===== src/rtl/acspc_consts.svh =====
// timing and code constants for the convert-start and power control block
// assumes a 20 MHz system clock
`ifndef ACSPC_CONSTS_SVH
`define ACSPC_CONSTS_SVH
`define ACSPC_CLK_NS 50
`define ACSPC_PWRUP_NS 1500
`define ACSPC_CONV_NS 4500
`define ACSPC_ACQ_NS 100
`define ACSPC_PWRUP_CYC ((`ACSPC_PWRUP_NS + `ACSPC_CLK_NS - 1) / `ACSPC_CLK_NS)
`define ACSPC_CONV_CYC ((`ACSPC_CONV_NS + `ACSPC_CLK_NS - 1) / `ACSPC_CLK_NS)
`define ACSPC_ACQ_CYC ((`ACSPC_ACQ_NS + `ACSPC_CLK_NS - 1) / `ACSPC_CLK_NS)
`define ACSPC_CODES 256
`define ACSPC_MSB_INIT 8'h80
`endif


===== src/rtl/acspc_pkg.sv =====
// types for the convert-start and power control block
// assumes acspc_consts.svh for numbers
package acspc_pkg;
   typedef enum logic [1:0] {ST_DOWN, ST_ACQ, ST_CONV} acspc_state_t;
endpackage


===== src/rtl/acspc_pulse.sv =====
// one-shot pulse generator: fixed-length high after a trigger
// assumes trigger is a single-cycle strobe on clk_sys
`include "acspc_consts.svh"
`timescale 1ns/1ps
`default_nettype none
module acspc_pulse #(
   parameter int LEN = `ACSPC_PWRUP_CYC
) (
   input wire logic clk_sys, // system clock
   input wire logic nrst, // async reset, active low
   input wire logic trig, // start pulse
   output logic pulse // high for LEN cycles
);
   typedef struct packed {
      logic [15:0] cnt;
   } acspc_pl_t;
   acspc_pl_t st_r, st_nxt;
   if (LEN < 1 || LEN > 65535)
   begin : g_len_chk
      $error("acspc_pulse: bad LEN");
   end
   always_comb
   begin
      st_nxt = st_r;
      if (trig)
         st_nxt.cnt = 16'(LEN);
      else if (st_r.cnt != 16'h0000)
         st_nxt.cnt = st_r.cnt - 16'h0001;
   end
   always_ff @(posedge clk_sys or negedge nrst)
   begin
      if (!nrst)
         st_r <= '0;
      else
         st_r <= st_nxt;
   end
   assign pulse = (st_r.cnt != 16'h0000);
endmodule // acspc_pulse
`default_nettype wire


===== src/rtl/acspc_top.sv =====
// convert-start and power control of an 8-bit successive-approximation converter
// assumes convert_start_n is an async pin; comp_hi from the analog comparator
// Operation
// - start powered down, no conversion until woken
// - convert-start rising edge powers the converter up
// - each rising edge launches 1.5 us internal pulse
// - conversion starts only on gated falling edge
// - gated signal is OR of pin and pulse
// - busy high from start until conversion end
// - sampler tracks from conversion end until start
// - 8-bit straight binary, LSB is reference/256
// - auto power-down after each conversion in mode two
// - start level at busy fall selects mode
`include "acspc_consts.svh"
`timescale 1ns/1ps
`default_nettype none
module acspc_top #(
   parameter int WIDTH = 8,
   parameter int PWRUP_CYC = `ACSPC_PWRUP_CYC,
   parameter int CONV_CYC = `ACSPC_CONV_CYC
) (
   input wire logic clk_sys, // 20 MHz clock
   input wire logic nrst, // async reset, active low
   input wire logic convert_start_n, // convert-start pin
   input wire logic comp_hi, // comparator: input at or above trial level
   output logic busy, // conversion in progress
   output logic hold, // sampler in hold
   output logic powered, // analog section powered
   output logic [WIDTH-1:0] dac_code, // trial code to the dac
   output logic [WIDTH-1:0] result, // latched conversion result
   output logic mode_fast // high-speed mode selected
);
   import acspc_pkg::*;
   // parameter limits the logic can serve
   if (WIDTH != 8)
   begin : g_width_chk
      $error("acspc_top: WIDTH must be 8");
   end
   if (CONV_CYC < WIDTH + 1)
   begin : g_conv_min_chk
      $error("acspc_top: CONV_CYC too short for the search");
   end
   if (CONV_CYC > 301)
   begin : g_conv_max_chk
      $error("acspc_top: CONV_CYC too long");
   end
   if (PWRUP_CYC < 8)
   begin : g_pwrup_min_chk
      $error("acspc_top: PWRUP_CYC too short");
   end
   if (PWRUP_CYC > 65535)
   begin : g_pwrup_max_chk
      $error("acspc_top: PWRUP_CYC too long");
   end
   localparam int CONV_LAST = CONV_CYC - 1;
   localparam logic [WIDTH-1:0] MSB_INIT = `ACSPC_MSB_INIT;

   typedef struct packed {
      logic s1;
      logic s2;
      logic gated;
      acspc_state_t state;
      logic fast;
      logic [15:0] cnt;
      logic [WIDTH-1:0] trial;
      logic [WIDTH-1:0] bitm;
      logic [WIDTH-1:0] res;
      logic busy;
   } acspc_st_t;
   acspc_st_t st_r, st_nxt;

   logic rise, pulse, gated_now, gated_fall;
   assign rise = st_r.s1 & ~st_r.s2;
   assign gated_now = st_r.s2 | pulse;
   assign gated_fall = st_r.gated & ~gated_now;

   acspc_pulse #(.LEN(PWRUP_CYC)) u_pulse (
      .clk_sys(clk_sys),
      .nrst(nrst),
      .trig(rise),
      .pulse(pulse)
   );

   function automatic logic [WIDTH-1:0] sar_step(input logic [WIDTH-1:0] t,
      input logic [WIDTH-1:0] m, input logic keep);
      logic [WIDTH-1:0] r;
      r = keep ? t : (t & ~m);
      sar_step = r | (m >> 1);
   endfunction

   always_comb
   begin
      st_nxt = st_r;
      st_nxt.s1 = convert_start_n;
      st_nxt.s2 = st_r.s1;
      st_nxt.gated = gated_now;
      case (st_r.state)
         ST_DOWN:
         begin
            if (rise)
               st_nxt.state = ST_ACQ;
         end
         ST_ACQ:
         begin
            if (gated_fall)
            begin
               st_nxt.state = ST_CONV;
               st_nxt.busy = 1'b1;
               st_nxt.cnt = 16'(CONV_CYC);
               st_nxt.trial = MSB_INIT;
               st_nxt.bitm = MSB_INIT;
            end
         end
         ST_CONV:
         begin
            st_nxt.cnt = st_r.cnt - 16'h0001;
            if (st_r.bitm != '0)
            begin
               st_nxt.trial = sar_step(st_r.trial, st_r.bitm, comp_hi);
               st_nxt.bitm = st_r.bitm >> 1;
            end
            if (st_r.cnt == 16'h0001)
            begin
               st_nxt.busy = 1'b0;
               st_nxt.res = st_r.trial;
               st_nxt.fast = st_r.s2;
               st_nxt.state = st_r.s2 ? ST_ACQ : ST_DOWN;
            end
         end
         default: st_nxt.state = ST_DOWN;
      endcase
   end

   always_ff @(posedge clk_sys or negedge nrst)
   begin
      if (!nrst)
      begin
         st_r <= '0;
         st_r.state <= ST_DOWN;
      end
      else
         st_r <= st_nxt;
   end

   assign busy = st_r.busy;
   assign hold = (st_r.state == ST_CONV);
   assign powered = (st_r.state != ST_DOWN);
   assign dac_code = st_r.trial;
   assign result = st_r.res;
   assign mode_fast = st_r.fast;

   // wake and power state
   pwr_down_a: assert property (@(posedge clk_sys) disable iff (!nrst)
      (st_r.state == ST_DOWN && !rise) |=> !busy)
      else $error("conversion without wake");
   down_quiet_a: assert property (@(posedge clk_sys) disable iff (!nrst)
      (st_r.state == ST_DOWN) |-> (!busy && !hold && !powered))
      else $error("activity while powered down");
   down_stays_a: assert property (@(posedge clk_sys) disable iff (!nrst)
      (st_r.state == ST_DOWN && !rise) |=> !powered)
      else $error("woke without an edge");
   wake_a: assert property (@(posedge clk_sys) disable iff (!nrst)
      (st_r.state == ST_DOWN && rise) |=> powered)
      else $error("edge did not power up");
   pulse_len_a: assert property (@(posedge clk_sys) disable iff (!nrst)
      rise |=> pulse [*8])
      else $error("internal pulse too short");

   // gating and conversion start
   start_edge_a: assert property (@(posedge clk_sys) disable iff (!nrst)
      $rose(hold) |-> $past(gated_fall))
      else $error("conversion without gated fall");
   gate_or_a: assert property (@(posedge clk_sys) disable iff (!nrst)
      (st_r.state == ST_ACQ && (pulse || st_r.s2)) |=> !hold)
      else $error("conversion while gate high");
   start_busy_a: assert property (@(posedge clk_sys) disable iff (!nrst)
      (st_r.state == ST_ACQ && gated_fall) |=> (busy && hold))
      else $error("gated fall did not start");
   acq_wait_a: assert property (@(posedge clk_sys) disable iff (!nrst)
      (st_r.state == ST_ACQ && !gated_fall) |=> !hold)
      else $error("hold left acquisition early");
   busy_hold_a: assert property (@(posedge clk_sys) disable iff (!nrst)
      busy == hold)
      else $error("busy and hold disagree");
   conv_powered_a: assert property (@(posedge clk_sys) disable iff (!nrst)
      hold |-> powered)
      else $error("conversion while unpowered");

   // conversion sequence and result
   conv_len_a: assert property (@(posedge clk_sys) disable iff (!nrst)
      $rose(busy) |-> (busy throughout ##CONV_LAST 1'b1) ##1 !busy)
      else $error("conversion length wrong");
   conv_runs_a: assert property (@(posedge clk_sys) disable iff (!nrst)
      (st_r.state == ST_CONV && st_r.cnt > 16'h0001) |=> (busy && hold))
      else $error("conversion cut short");
   sar_first_a: assert property (@(posedge clk_sys) disable iff (!nrst)
      $rose(hold) |-> (dac_code == MSB_INIT))
      else $error("search not started at midscale");
   sar_msb_a: assert property (@(posedge clk_sys) disable iff (!nrst)
      $rose(hold) |=> (dac_code[WIDTH-1] == $past(comp_hi) && dac_code[WIDTH-2]))
      else $error("first search step wrong");
   res_latch_a: assert property (@(posedge clk_sys) disable iff (!nrst)
      $fell(busy) |-> (result == $past(dac_code)))
      else $error("result not latched at end");
   res_stable_a: assert property (@(posedge clk_sys) disable iff (!nrst)
      busy |-> $stable(result))
      else $error("result moved during conversion");

   // operating mode
   mode_a: assert property (@(posedge clk_sys) disable iff (!nrst)
      $fell(busy) |-> (mode_fast == $past(st_r.s2) && powered == mode_fast))
      else $error("mode not captured");
   mode_stable_a: assert property (@(posedge clk_sys) disable iff (!nrst)
      busy |-> $stable(mode_fast))
      else $error("mode moved during conversion");
   fast_stay_a: assert property (@(posedge clk_sys) disable iff (!nrst)
      (st_r.state == ST_ACQ) |=> powered)
      else $error("powered down while acquiring");
endmodule // acspc_top
`default_nettype wire


===== config.mk =====
export PLATFORM = sky130hd
export DESIGN_NAME = acspc_top
export DESIGN_NICKNAME = d
export VERILOG_FILES = /design/src/rtl/acspc_pkg.sv /design/src/rtl/acspc_pulse.sv /design/src/rtl/acspc_top.sv
export VERILOG_INCLUDE_DIRS = /design/src /design/src/rtl
export SDC_FILE = /design/constraint.sdc
export NUM_CORES = 1
export LEC_CHECK = 0
export ABC_CLOCK_PERIOD_IN_PS = 2350
export CAP_MARGIN = 0
export CORE_ASPECT_RATIO = 1.4
export CORE_MARGIN = 2
export CORE_UTILIZATION = 55
export DETAILED_ROUTE_END_ITERATION = 16
export DONT_BUFFER_PORTS = 1
export PLACE_DENSITY = 0.73
export SKIP_LAST_GASP = 1
export SLEW_MARGIN = 30
export SYNTH_ARGS = -nofsm -noshare
export SYNTH_HDL_FRONTEND = slang
export SYNTH_SLANG_ARGS = --single-unit

===== constraint.sdc =====
create_clock -name clk_sys -period 2.35 [get_ports clk_sys]
set_input_delay 0.47 -clock clk_sys [delete_from_list [all_inputs] [get_ports clk_sys]]
set_output_delay 0.47 -clock clk_sys [all_outputs]
set_load 0.02 [all_outputs]

==> reports/metrics.cfg, run 1 <==
[die]
initial_core_util = 0.575
ioPinCount = 24
die_width_um = 68.5
rows = 32
chipHeight_um = 94.2
design.core.area_mm2 = 0.00557
die_area_mm2 = 0.00645

[sta]
finalSetupViolCount = 0
slew_headroom = 0.636
report.final.slew_viol_count = 0
rsz0062_at_grt = false
worst-slew-pin-transition_ps = 541
finClkSkew_ps = 12.1
finalSetupTns_ps = 0
finalCritPeriodShare = 0.964
maxClockFrequency_mhz = 441
shortest_period_the_worst_path_allows_ps = 2270
hold_violations = 0

[drt]
post-route-drc-count = 0
first_pass_iters = 4
vias = 2287
viasPerCell = 5.96
routed_wirelength_um = 6520
route.detailed.wl_per_inst_um = 17.0
drtAntennaViolNets = 0
dr.first_iter.drc_count = 99

[critical_path]
critical_path.startpoint_type = register
timing.critical_path.fanout_max = 6
worst_path_arrival_ps = 2490
critPathKind = register to register
critical_path.endpoint_type = register
worst_ep_required_time_ps = 2570

[layout]
fill_cells = 442
insertedDiodeCount = 0
multiInputGateArea_mm2 = 0.00142
area.sequential_mm2 = 0.00158
syn2layout_area_growth_pct = 10.2
drive_gt1_frac = 0.184
final_nets = 318

[synth]
synth_adder_area_share = 0.0117
main_combinational_cell_family_by_area_after_synthesis = simple AND/OR/NAND/NOR gates
async_reset_ff_frac = 1.00
yosysSeqAreaShare = 0.493
yosys.area_share.xor_xnor = 0.0329
synth_simple_gate_area_share = 0.207
ys.flop_type = dfrtp_1
synthDominantCellAreaShare = 0.493
warnings_synthesis = 0
yosysTopAreaCell = dfrtp_1
yosys_register_bits = 63
synth_mux_area_frac = 0.0602
netlist_area_mm2 = 0.00320
synthesis.instances = 305
number_of_enable_type_register_cells_in_the_synthesized_netlist = 0
postSynthAreaPerCell_um2 = 10.5
yosys-top-cells-area = dfrtp_1, buf_4, o2bb2ai_1
ys_types = 53
syn-num-nets = 312
synthesized_area_fraction_occupied_by_ao_oa_aoi_and_oai_cells = 0.132

[power]
leakage_nw = 1.62
p_per_area_mw_per_mm2 = 711
report.power.total_mw = 2.51
irDropWorstVdd_v = 0.000530

[grt]
grt_usage = 0.227
grt_pass1_wl_um = 10900
grt_antenna_before_repair = 0
grt_start_max_net_pins = 64
grt_overflow = 0
first_global_vias = 2261

[cts]
clk_pin_slew_ps = 70
clockBufferDepth = 2
worst_skew_pair.late_latency_ps = 340
cts_sinks = 63
cts_tree = done
post_cts.repair.setup_buffers = 0
tritoncts.num_buffers = 9
clockRootBuffer = clkbuf_8
cts-htree-levels = 3

[hold_path]
holdCritPathClass = primary input to register

[job]
max_cap_violation_count = 0

[place]
routability_congestion_estimate = 0.868
place_hpwl_um = 4440
port_buffers = 0

[status]
run_status = completed

-- power by group --
group	total, mW	switching, mW	internal [mW]
Combinational	0.234	0.130	0.104
Sequential	1.20	0.0635	1.14
Clock	1.07	0.443	0.631
-- per-stage QoR --
step / area [um^2] / hold WS [ps] / instances / utilization / setup slack, ps
3_3_place_gp: 3250 / 178 / 366 / 0.585 / 130
3_5_place_dp: 3250 / 178 / 366 / 0.585 / 68.3
6_report: 3530 / 159 / 384 / 0.634 / 84.3
5_1_grt: 3530 / 137 / 384 / 0.634 / 7.16
2_1_floorplan: 3200 / 174 / 305 / - / 118
4_1_cts: 3520 / 141 / 384 / 0.633 / 58.2
-- cell usage after synthesis, drive strengths merged (8+ instances only) --
| cell type | number |
|---|---|
| mux2i | 8 |
| o21ai | 11 |
| mux2 | 10 |
| nand2 | 19 |
| inv | 10 |
| dfrtp | 63 |
| a21oi | 18 |
| nand2b | 11 |
| nor2 | 21 |
| nor4 | 12 |
| o2bb2ai | 13 |
| buf | 21 |
| or4 | 16 |
-- metal layers --
layer  vias up  wire length [um]  GRT usage
met2        35              3180      0.354
met1      1130              3000      0.297
met4         0                83     0.0767
met3         8               253     0.0683
li1       1114                 -          -
met5         -                 0          0
-- cell type report --
cell class | count | share of cell area
tap | 68 | 0.0241
clock inverter | 6 | 0.0266
sequential | 63 | 0.447
clock buffer | 10 | 0.0390
timing repair buffer | 20 | 0.0500
inverter | 10 | 0.0106
multi-input combinational | 207 | 0.403
-- kinds of logic (layout without fill, tap and decap cells) --
group / Yosys count / count (layout)
adder cells (fa/ha/maj): 3 / 3
AND/OR/NAND/NOR: 112 / 112
buffers and inverters: 35 / 46
multiplexers: 18 / 18
flip-flops: 63 / 63
XOR/XNOR: 12 / 12
AO/OA/AOI/OAI: 62 / 62
-- worst max-delay path, stage by stage (launching register included) --
cell and delay, ps:
dfrtp_1 390, or4_4 580, or4b_4 520, nor3_4 170, buf_4 170, mux2_2 330
-- final timing paths --
path / startpoint / endpoint / slack [ps] / depth (start not counted)
max: st_r[27]$_DFFE_PN0P_ / mode_fast$_DFFE_PN0P_ / 80 / 5
max reg2reg: st_r[27]$_DFFE_PN0P_ / mode_fast$_DFFE_PN0P_ / 80 / 5
min reg2reg: st_nxt[45]$_DFF_PN0_ / st_r[45]$_DFF_PN0_ / 410 / 0
min: convert_start_n / st_nxt[45]$_DFF_PN0_ / 160 / 0
max in group asynchronous: nrst / u_pulse.st_r[3]$_DFFE_PN0P_ / 1420 / 2
min in group asynchronous: nrst / u_pulse.st_r[0]$_DFFE_PN0P_ / 660 / 2
-- placed cells by master (no fill, tap or decap), types with 8 or more instances in the layout --
cell and count:
nor2_1 21, nor4_1 11, a21oi_1 18, nand2_1 19
inv_1 10, dfrtp_1 63, mux2_2 10, nand2b_1 11
o21ai_0 11, or4_1 14, clkbuf_8 10, mux2i_1 8
o2bb2ai_1 13, buf_4 17
-- state kept, by name, summed over array words and instances, names as in the netlist --
name          cells
busy              1
st_nxt            1
u_pulse.st_r     16
dac_code          8
st_r             28
result            8
mode_fast         1
-- timing repair --
action,CTS,global route
endpoints found under the setup margin,0,3
hold buffers,2,0
hold endpoints to repair,63,0
gates resized for setup,0,1
No activity file was read; power rests on OpenSTA's default activity.
==> inputs of run 2 (changes only) <==
- CELL_PAD_IN_SITES_DETAIL_PLACEMENT: default -> 1
- CELL_PAD_IN_SITES_GLOBAL_PLACEMENT: default -> 1
- CORE_MARGIN: 2 -> 8
- CORE_UTILIZATION: 55 -> 45
- MAX_ROUTING_LAYER: default -> met4
- PLACE_DENSITY: 0.73 -> 0.75
==> reports/metrics.cfg, run 2 (synthesized netlist as in run 1, its figures left out) <==
[drt]
dr.first_iter.drc_count = 79  ; -20%
post-route-drc-count = 0  ; unchanged
vias = 2314  ; +1.2%
drtAntennaViolNets = 0  ; unchanged
first_pass_iters = 4  ; unchanged
routed_wirelength_um = 7210  ; +11%
viasPerCell = 5.64  ; -5.2%
route.detailed.wl_per_inst_um = 17.6  ; +3.6%

[critical_path]
critical_path.n_buffers_inverters = 1  ; unchanged
critical_path.endpoint_type = register
critical_path.startpoint_type = register
timing.critical_path.fanout_max = 11  ; +5
critical-path-top-delay-family = simple AND/OR/NAND/NOR gates
worst-r2r-setup-slack_ps = 80  ; about the same
timing.critical_path.cells = or4_4, or4b_4, nor3_4, buf_12, mux2_2
critPathKind = register to register
worst_ep_required_time_ps = 2570  ; about the same
worst_path_arrival_ps = 2500  ; about the same
cpMaxStageDelayCell = or4_4
timing.critical_path.slowest_cell_delay_ps = 570  ; about the same

[cts]
tritoncts.num_buffers = 9  ; unchanged
clk_pin_slew_ps = 70  ; about the same
cts-htree-levels = 3  ; unchanged
cts_tree = done
worst_skew_pair.late_latency_ps = 340  ; about the same
clockRootBuffer = clkbuf_8
clockBufferDepth = 2  ; unchanged
cts_sinks = 63  ; unchanged

[die]
die_width_um = 87.3  ; +27%
chipHeight_um = 116  ; +23%
die_area_mm2 = 0.0101  ; +57%
ioPinCount = 24  ; unchanged
design.core.area_mm2 = 0.00694  ; +25%
rows = 36  ; +13%
initial_core_util = 0.461  ; -0.114

[sta]
finClkSkew_ps = 6.97  ; -5.17 ps
finalCritPeriodShare = 0.968  ; +0.00339
report.final.slew_viol_count = 0  ; unchanged
maxClockFrequency_mhz = 440  ; -0.35%
worst-slew-pin-transition_ps = 563  ; +21.3 ps
rsz0062_at_grt = false
finalSetupViolCount = 0  ; unchanged
finalSetupTns_ps = 0  ; unchanged
hold_violations = 0  ; unchanged
slew_headroom = 0.621  ; -0.0143
shortest_period_the_worst_path_allows_ps = 2270  ; +7.98 ps

[grt]
first_global_vias = 2534  ; +12%
grt_pass1_wl_um = 12700  ; +17%
grt_start_max_net_pins = 64  ; unchanged
grt_overflow = 0  ; unchanged
grt_antenna_before_repair = 0  ; unchanged
grt_usage = 0.165  ; -0.0621

[layout]
final_nets = 317  ; -0.31%
syn2layout_area_growth_pct = 10.7
mostFrequentLayoutCell = dfrtp_1
drive_gt1_frac = 0.181  ; -0.00259
insertedDiodeCount = 0  ; unchanged
reg_top3 = st_r (28), u_pulse.st_r (16)
layout.cells.most_common_list = dfrtp_1, nor2_1, nand2_1, a21oi_1, buf_4
top_register = st_r
finalCoreUtilization = 0.510  ; -0.123
post_layout_nonfiller_instances = 410  ; +6.8%
largest_reg_flops = 28  ; unchanged

[status]
run_status = completed

[power]
p_per_area_mw_per_mm2 = 696  ; -2.1%
report.power.total_mw = 2.47  ; -1.7%
leakage_nw = 1.60  ; -0.90%
irDropWorstVdd_v = 0.000369  ; -30%

[job]
max_cap_violation_count = 0  ; unchanged

[place]
dpl.cell_count = 393  ; +7.4%
routability_congestion_estimate = 0.844  ; -2.7%
place_hpwl_um = 4970  ; +12%
port_buffers = 0  ; unchanged

[hold_path]
holdCritPathClass = primary input to asynchronous set/reset pin

run 2: layout make-up:
class | count | area, um^2
Tap cell | 95 | 119
Inverter | 10 | 37.5
Fill cell | 789 | 3400
Multi-Input combinational cell | 207 | 1420
Clock inverter | 6 | 85.1
Timing Repair Buffer | 19 | 175
Sequential cell | 63 | 1580
Clock buffer | 10 | 128
run 2: path summary, 6_finish.rpt:
kind | start | to | cells past startpoint
max | st_r[27]$_DFFE_PN0P_ | mode_fast$_DFFE_PN0P_ | 5
min | nrst | st_r[32]$_DFFE_PN0P_ | 1
max reg2reg | st_r[27]$_DFFE_PN0P_ | mode_fast$_DFFE_PN0P_ | 5
min reg2reg | st_nxt[45]$_DFF_PN0_ | st_r[45]$_DFF_PN0_ | 0
max in group asynchronous | nrst | result[2]$_DFFE_PN0P_ | 1
min in group clk_sys | convert_start_n | st_nxt[45]$_DFF_PN0_ | 0
run 2: layer usage:
metal / GRT usage / vias to the layer above / share of wire
met4: 0.0760 / 0 / 0.011
met2: 0.281 / 23 / 0.54
li1: - / 1114 / -
met3: 0.0341 / 7 / 0.029
met1: 0.180 / 1170 / 0.42
met5: - / - / 0
run 2: worst register-to-register path, stage by stage (launching register included):
cell	delay, ps
dfrtp_1	380
or4_4	570
or4b_4	530
nor3_4	170
buf_12	170
mux2_2	340
run 2: power by group:
part / switching [mW] / total (mW) / internal (mW)
sequential: 0.0678 / 1.20 / 1.14
clock: 0.432 / 1.03 / 0.594
combinational: 0.131 / 0.235 / 0.104
run 2: stage by stage:
step | cell area, um^2 | hold slack [ps] | setup slack (ps)
after detailed placement | 3300 | 177 | 93.3
final | 3540 | 1.52 | 76.3
after floorplan | 3200 | 174 | 118
after CTS | 3540 | 2.04 | 84.0
after global placement | 3300 | 176 | 132
after global routing | 3540 | 16.5 | 7.04
run 2: what timing repair did:
| action | CTS | global route |
|---|---|---|
| hold buffers | 1 | 0 |
| setup endpoints to repair | 0 | 0 |
| gates resized for setup | 0 | 0 |
| buffers inserted | 0 | 0 |
| endpoints found under the hold margin | 63 | 0 |
==> inputs of run 3 (changes only) <==
- HOLD_SLACK_MARGIN: default -> 0.15
- RECOVER_POWER: default -> 100
==> reports/metrics.cfg, run 3 (synthesized netlist as in run 1, its figures left out) <==
[grt]
grt_usage = 0.166  ; +0.000611
grt_start_max_net_pins = 64  ; unchanged
grt_pass1_wl_um = 12800  ; +0.49%
grt_overflow = 0  ; unchanged
grt_antenna_before_repair = 0  ; unchanged
first_global_vias = 2551  ; +0.67%

[hold_path]
worstHoldEndpoint = dac_code[7]$_DFFE_PN0P_
holdCritPathClass = primary input to register
whs_path_depth = 2
min-delay-start = comp_hi

[critical_path]
worst-r2r-setup-slack_ps = 80  ; about the same
critical_path.startpoint_type = register
regToRegEndpoint = mode_fast$_DFFE_PN0P_
critical_path.endpoint_type = register
worst_ep_required_time_ps = 2580  ; about the same
timing.critical_path.fanout_max = 11  ; unchanged
critPathKind = register to register
r2r.worst_path.cells = 5  ; unchanged
startpoint_of_the_most_critical_register_to_register_path = st_r[27]$_DFFE_PN0P_
worst_path_arrival_ps = 2500  ; about the same

[sta]
finalSetupTns_ps = 0  ; unchanged
slew_headroom = 0.0656  ; -0.556
finClkSkew_ps = 8.30  ; +1.33 ps
report.final.slew_viol_count = 0  ; unchanged
worst-slew-pin-transition_ps = 1400  ; +839 ps
hold_violations = 0  ; unchanged
maxClockFrequency_mhz = 440  ; about the same
finalSetupViolCount = 0  ; unchanged
shortest_period_the_worst_path_allows_ps = 2270  ; -1.28 ps
finalCritPeriodShare = 0.967  ; about the same
fin_ws_ps = 77.6  ; +1.28 ps
rsz0062_at_grt = false

[drt]
post-route-drc-count = 0  ; unchanged
route.detailed.wl_per_inst_um = 17.5  ; -0.24%
routed_wirelength_um = 7220  ; +0.25%
viasPerCell = 5.67  ; +0.37%
vias = 2334  ; +0.86%
dr.first_iter.drc_count = 86  ; +8.9%
drtAntennaViolNets = 0  ; unchanged
first_pass_iters = 4  ; unchanged

[layout]
multiInputGateArea_mm2 = 0.00142  ; unchanged
drive_gt1_frac = 0.170  ; -0.0106
insertedDiodeCount = 0  ; unchanged
final_nets = 319  ; +0.63%
largest_reg_flops = 28  ; unchanged
mostFrequentLayoutCell = dfrtp_1
layout.cells.most_common_list = dfrtp_1, nor2_1, nand2_1, a21oi_1, or4_1
reg_top3 = st_r (28), u_pulse.st_r (16)
top_register = st_r
fill_cells = 792  ; +0.38%
syn2layout_area_growth_pct = 10.1
area.sequential_mm2 = 0.00158  ; unchanged

[die]
die_width_um = 87.3  ; unchanged
initial_core_util = 0.461  ; unchanged
ioPinCount = 24  ; unchanged
die_area_mm2 = 0.0101  ; unchanged
design.core.area_mm2 = 0.00694  ; unchanged
rows = 36  ; unchanged
chipHeight_um = 116  ; unchanged

[cts]
cts_sinks = 63  ; unchanged
clockRootBuffer = clkbuf_8
clk_pin_slew_ps = 70  ; about the same
cts_tree = done
tritoncts.num_buffers = 9  ; unchanged
cts-resized-gates = 0  ; unchanged
post_cts.repair.setup_buffers = 0  ; unchanged
cts-htree-levels = 3  ; unchanged
clockBufferDepth = 2  ; unchanged
worst_skew_pair.late_latency_ps = 340  ; about the same

[place]
port_buffers = 0  ; unchanged
place_worst_setup_slack_ps = 93.3  ; unchanged
routability_congestion_estimate = 0.844  ; unchanged
place_hpwl_um = 4970  ; unchanged

[status]
run_status = completed

[power]
power_frac_clock = 0.417  ; about the same
pwr-share-seq = 0.490  ; about the same
netSwitchingPower_mw = 0.632  ; +0.24%
sw_frac_of_total = 0.257  ; +0.000986
leakage_nw = 1.59  ; -0.89%
irDropWorstVdd_v = 0.000370  ; +0.16%
pwr-share-comb = 0.094  ; about the same
p_per_area_mw_per_mm2 = 699  ; +0.39%
cell_internal_pwr_mw = 1.83  ; -0.28%

[job]
max_cap_violation_count = 0  ; unchanged

run 3: changes by cell type in the layout (fill, tap and decap cells not counted), moves of 2 or more:
| cell | previous run | this run |
|---|---|---|
| buf_4 | 17 | 11 |
| clkbuf_1 | 1 | 4 |
| clkbuf_2 | 0 | 2 |
| dlygate4sd3_1 | 0 | 2 |
run 3: per-layer routing:
metal  up-vias  wire length [um]  global-route usage
met5         -                 0                   -
met4         0                84              0.0760
met3         6               234              0.0341
met2        29              3920               0.282
met1      1182              2980               0.181
li1       1117                 -                   -
run 3: stage by stage:
stage           util  std cells  hold slack (ps)  power, mW  cell area, um^2
2_1_floorplan      -        305              174       1.36             3200
3_3_place_gp   0.476        393              176       1.42             3300
3_5_place_dp   0.476        393              177       1.44             3300
4_1_cts        0.513        412              271       2.50             3560
5_1_grt        0.508        412              293       2.59             3520
6_report       0.508        412              290       2.46             3520
run 3: cell type report:
| class | instances | share of cell area |
|---|---|---|
| clock buffers | 10 | 0.0362 |
| clock inverters | 6 | 0.0242 |
| inverters | 10 | 0.0107 |
| multi-input cells | 207 | 0.403 |
| flip-flops and latches | 63 | 0.448 |
| well taps | 95 | 0.0337 |
| repair buffers | 21 | 0.0444 |
run 3: critical path: stages, from the launching register on:
cell,delay (ps)
dfrtp_1,380
or4_4,580
or4b_4,530
nor3_4,170
buf_12,170
mux2_2,340
run 3: timing repair:
| item | in CTS | in global routing |
|---|---|---|
| endpoints found under the hold margin | 64 | 0 |
| endpoints found under the setup margin | 0 | 0 |
| hold buffers | 3 | 0 |
run 3: power groups by stage:
stage	combinational (mW)	clock, mW	sequential [mW]
floorplan	0.159	0	1.21
global placement	0.204	0	1.22
detailed placement	0.211	0	1.22
CTS	0.243	1.05	1.20
global route	0.265	1.11	1.22
finish	0.231	1.03	1.21
run 3: how the worst max path moves through the flow:
stage / start / to
2_1_floorplan: st_r[27]$_DFFE_PN0P_ / mode_fast$_DFFE_PN0P_
3_3_place_gp: st_r[27]$_DFFE_PN0P_ / mode_fast$_DFFE_PN0P_
3_5_place_dp: st_r[27]$_DFFE_PN0P_ / mode_fast$_DFFE_PN0P_
4_1_cts: st_r[27]$_DFFE_PN0P_ / mode_fast$_DFFE_PN0P_
5_1_grt: st_r[29]$_DFFE_PN0P_ / result[3]$_DFFE_PN0P_
6_report: st_r[27]$_DFFE_PN0P_ / mode_fast$_DFFE_PN0P_
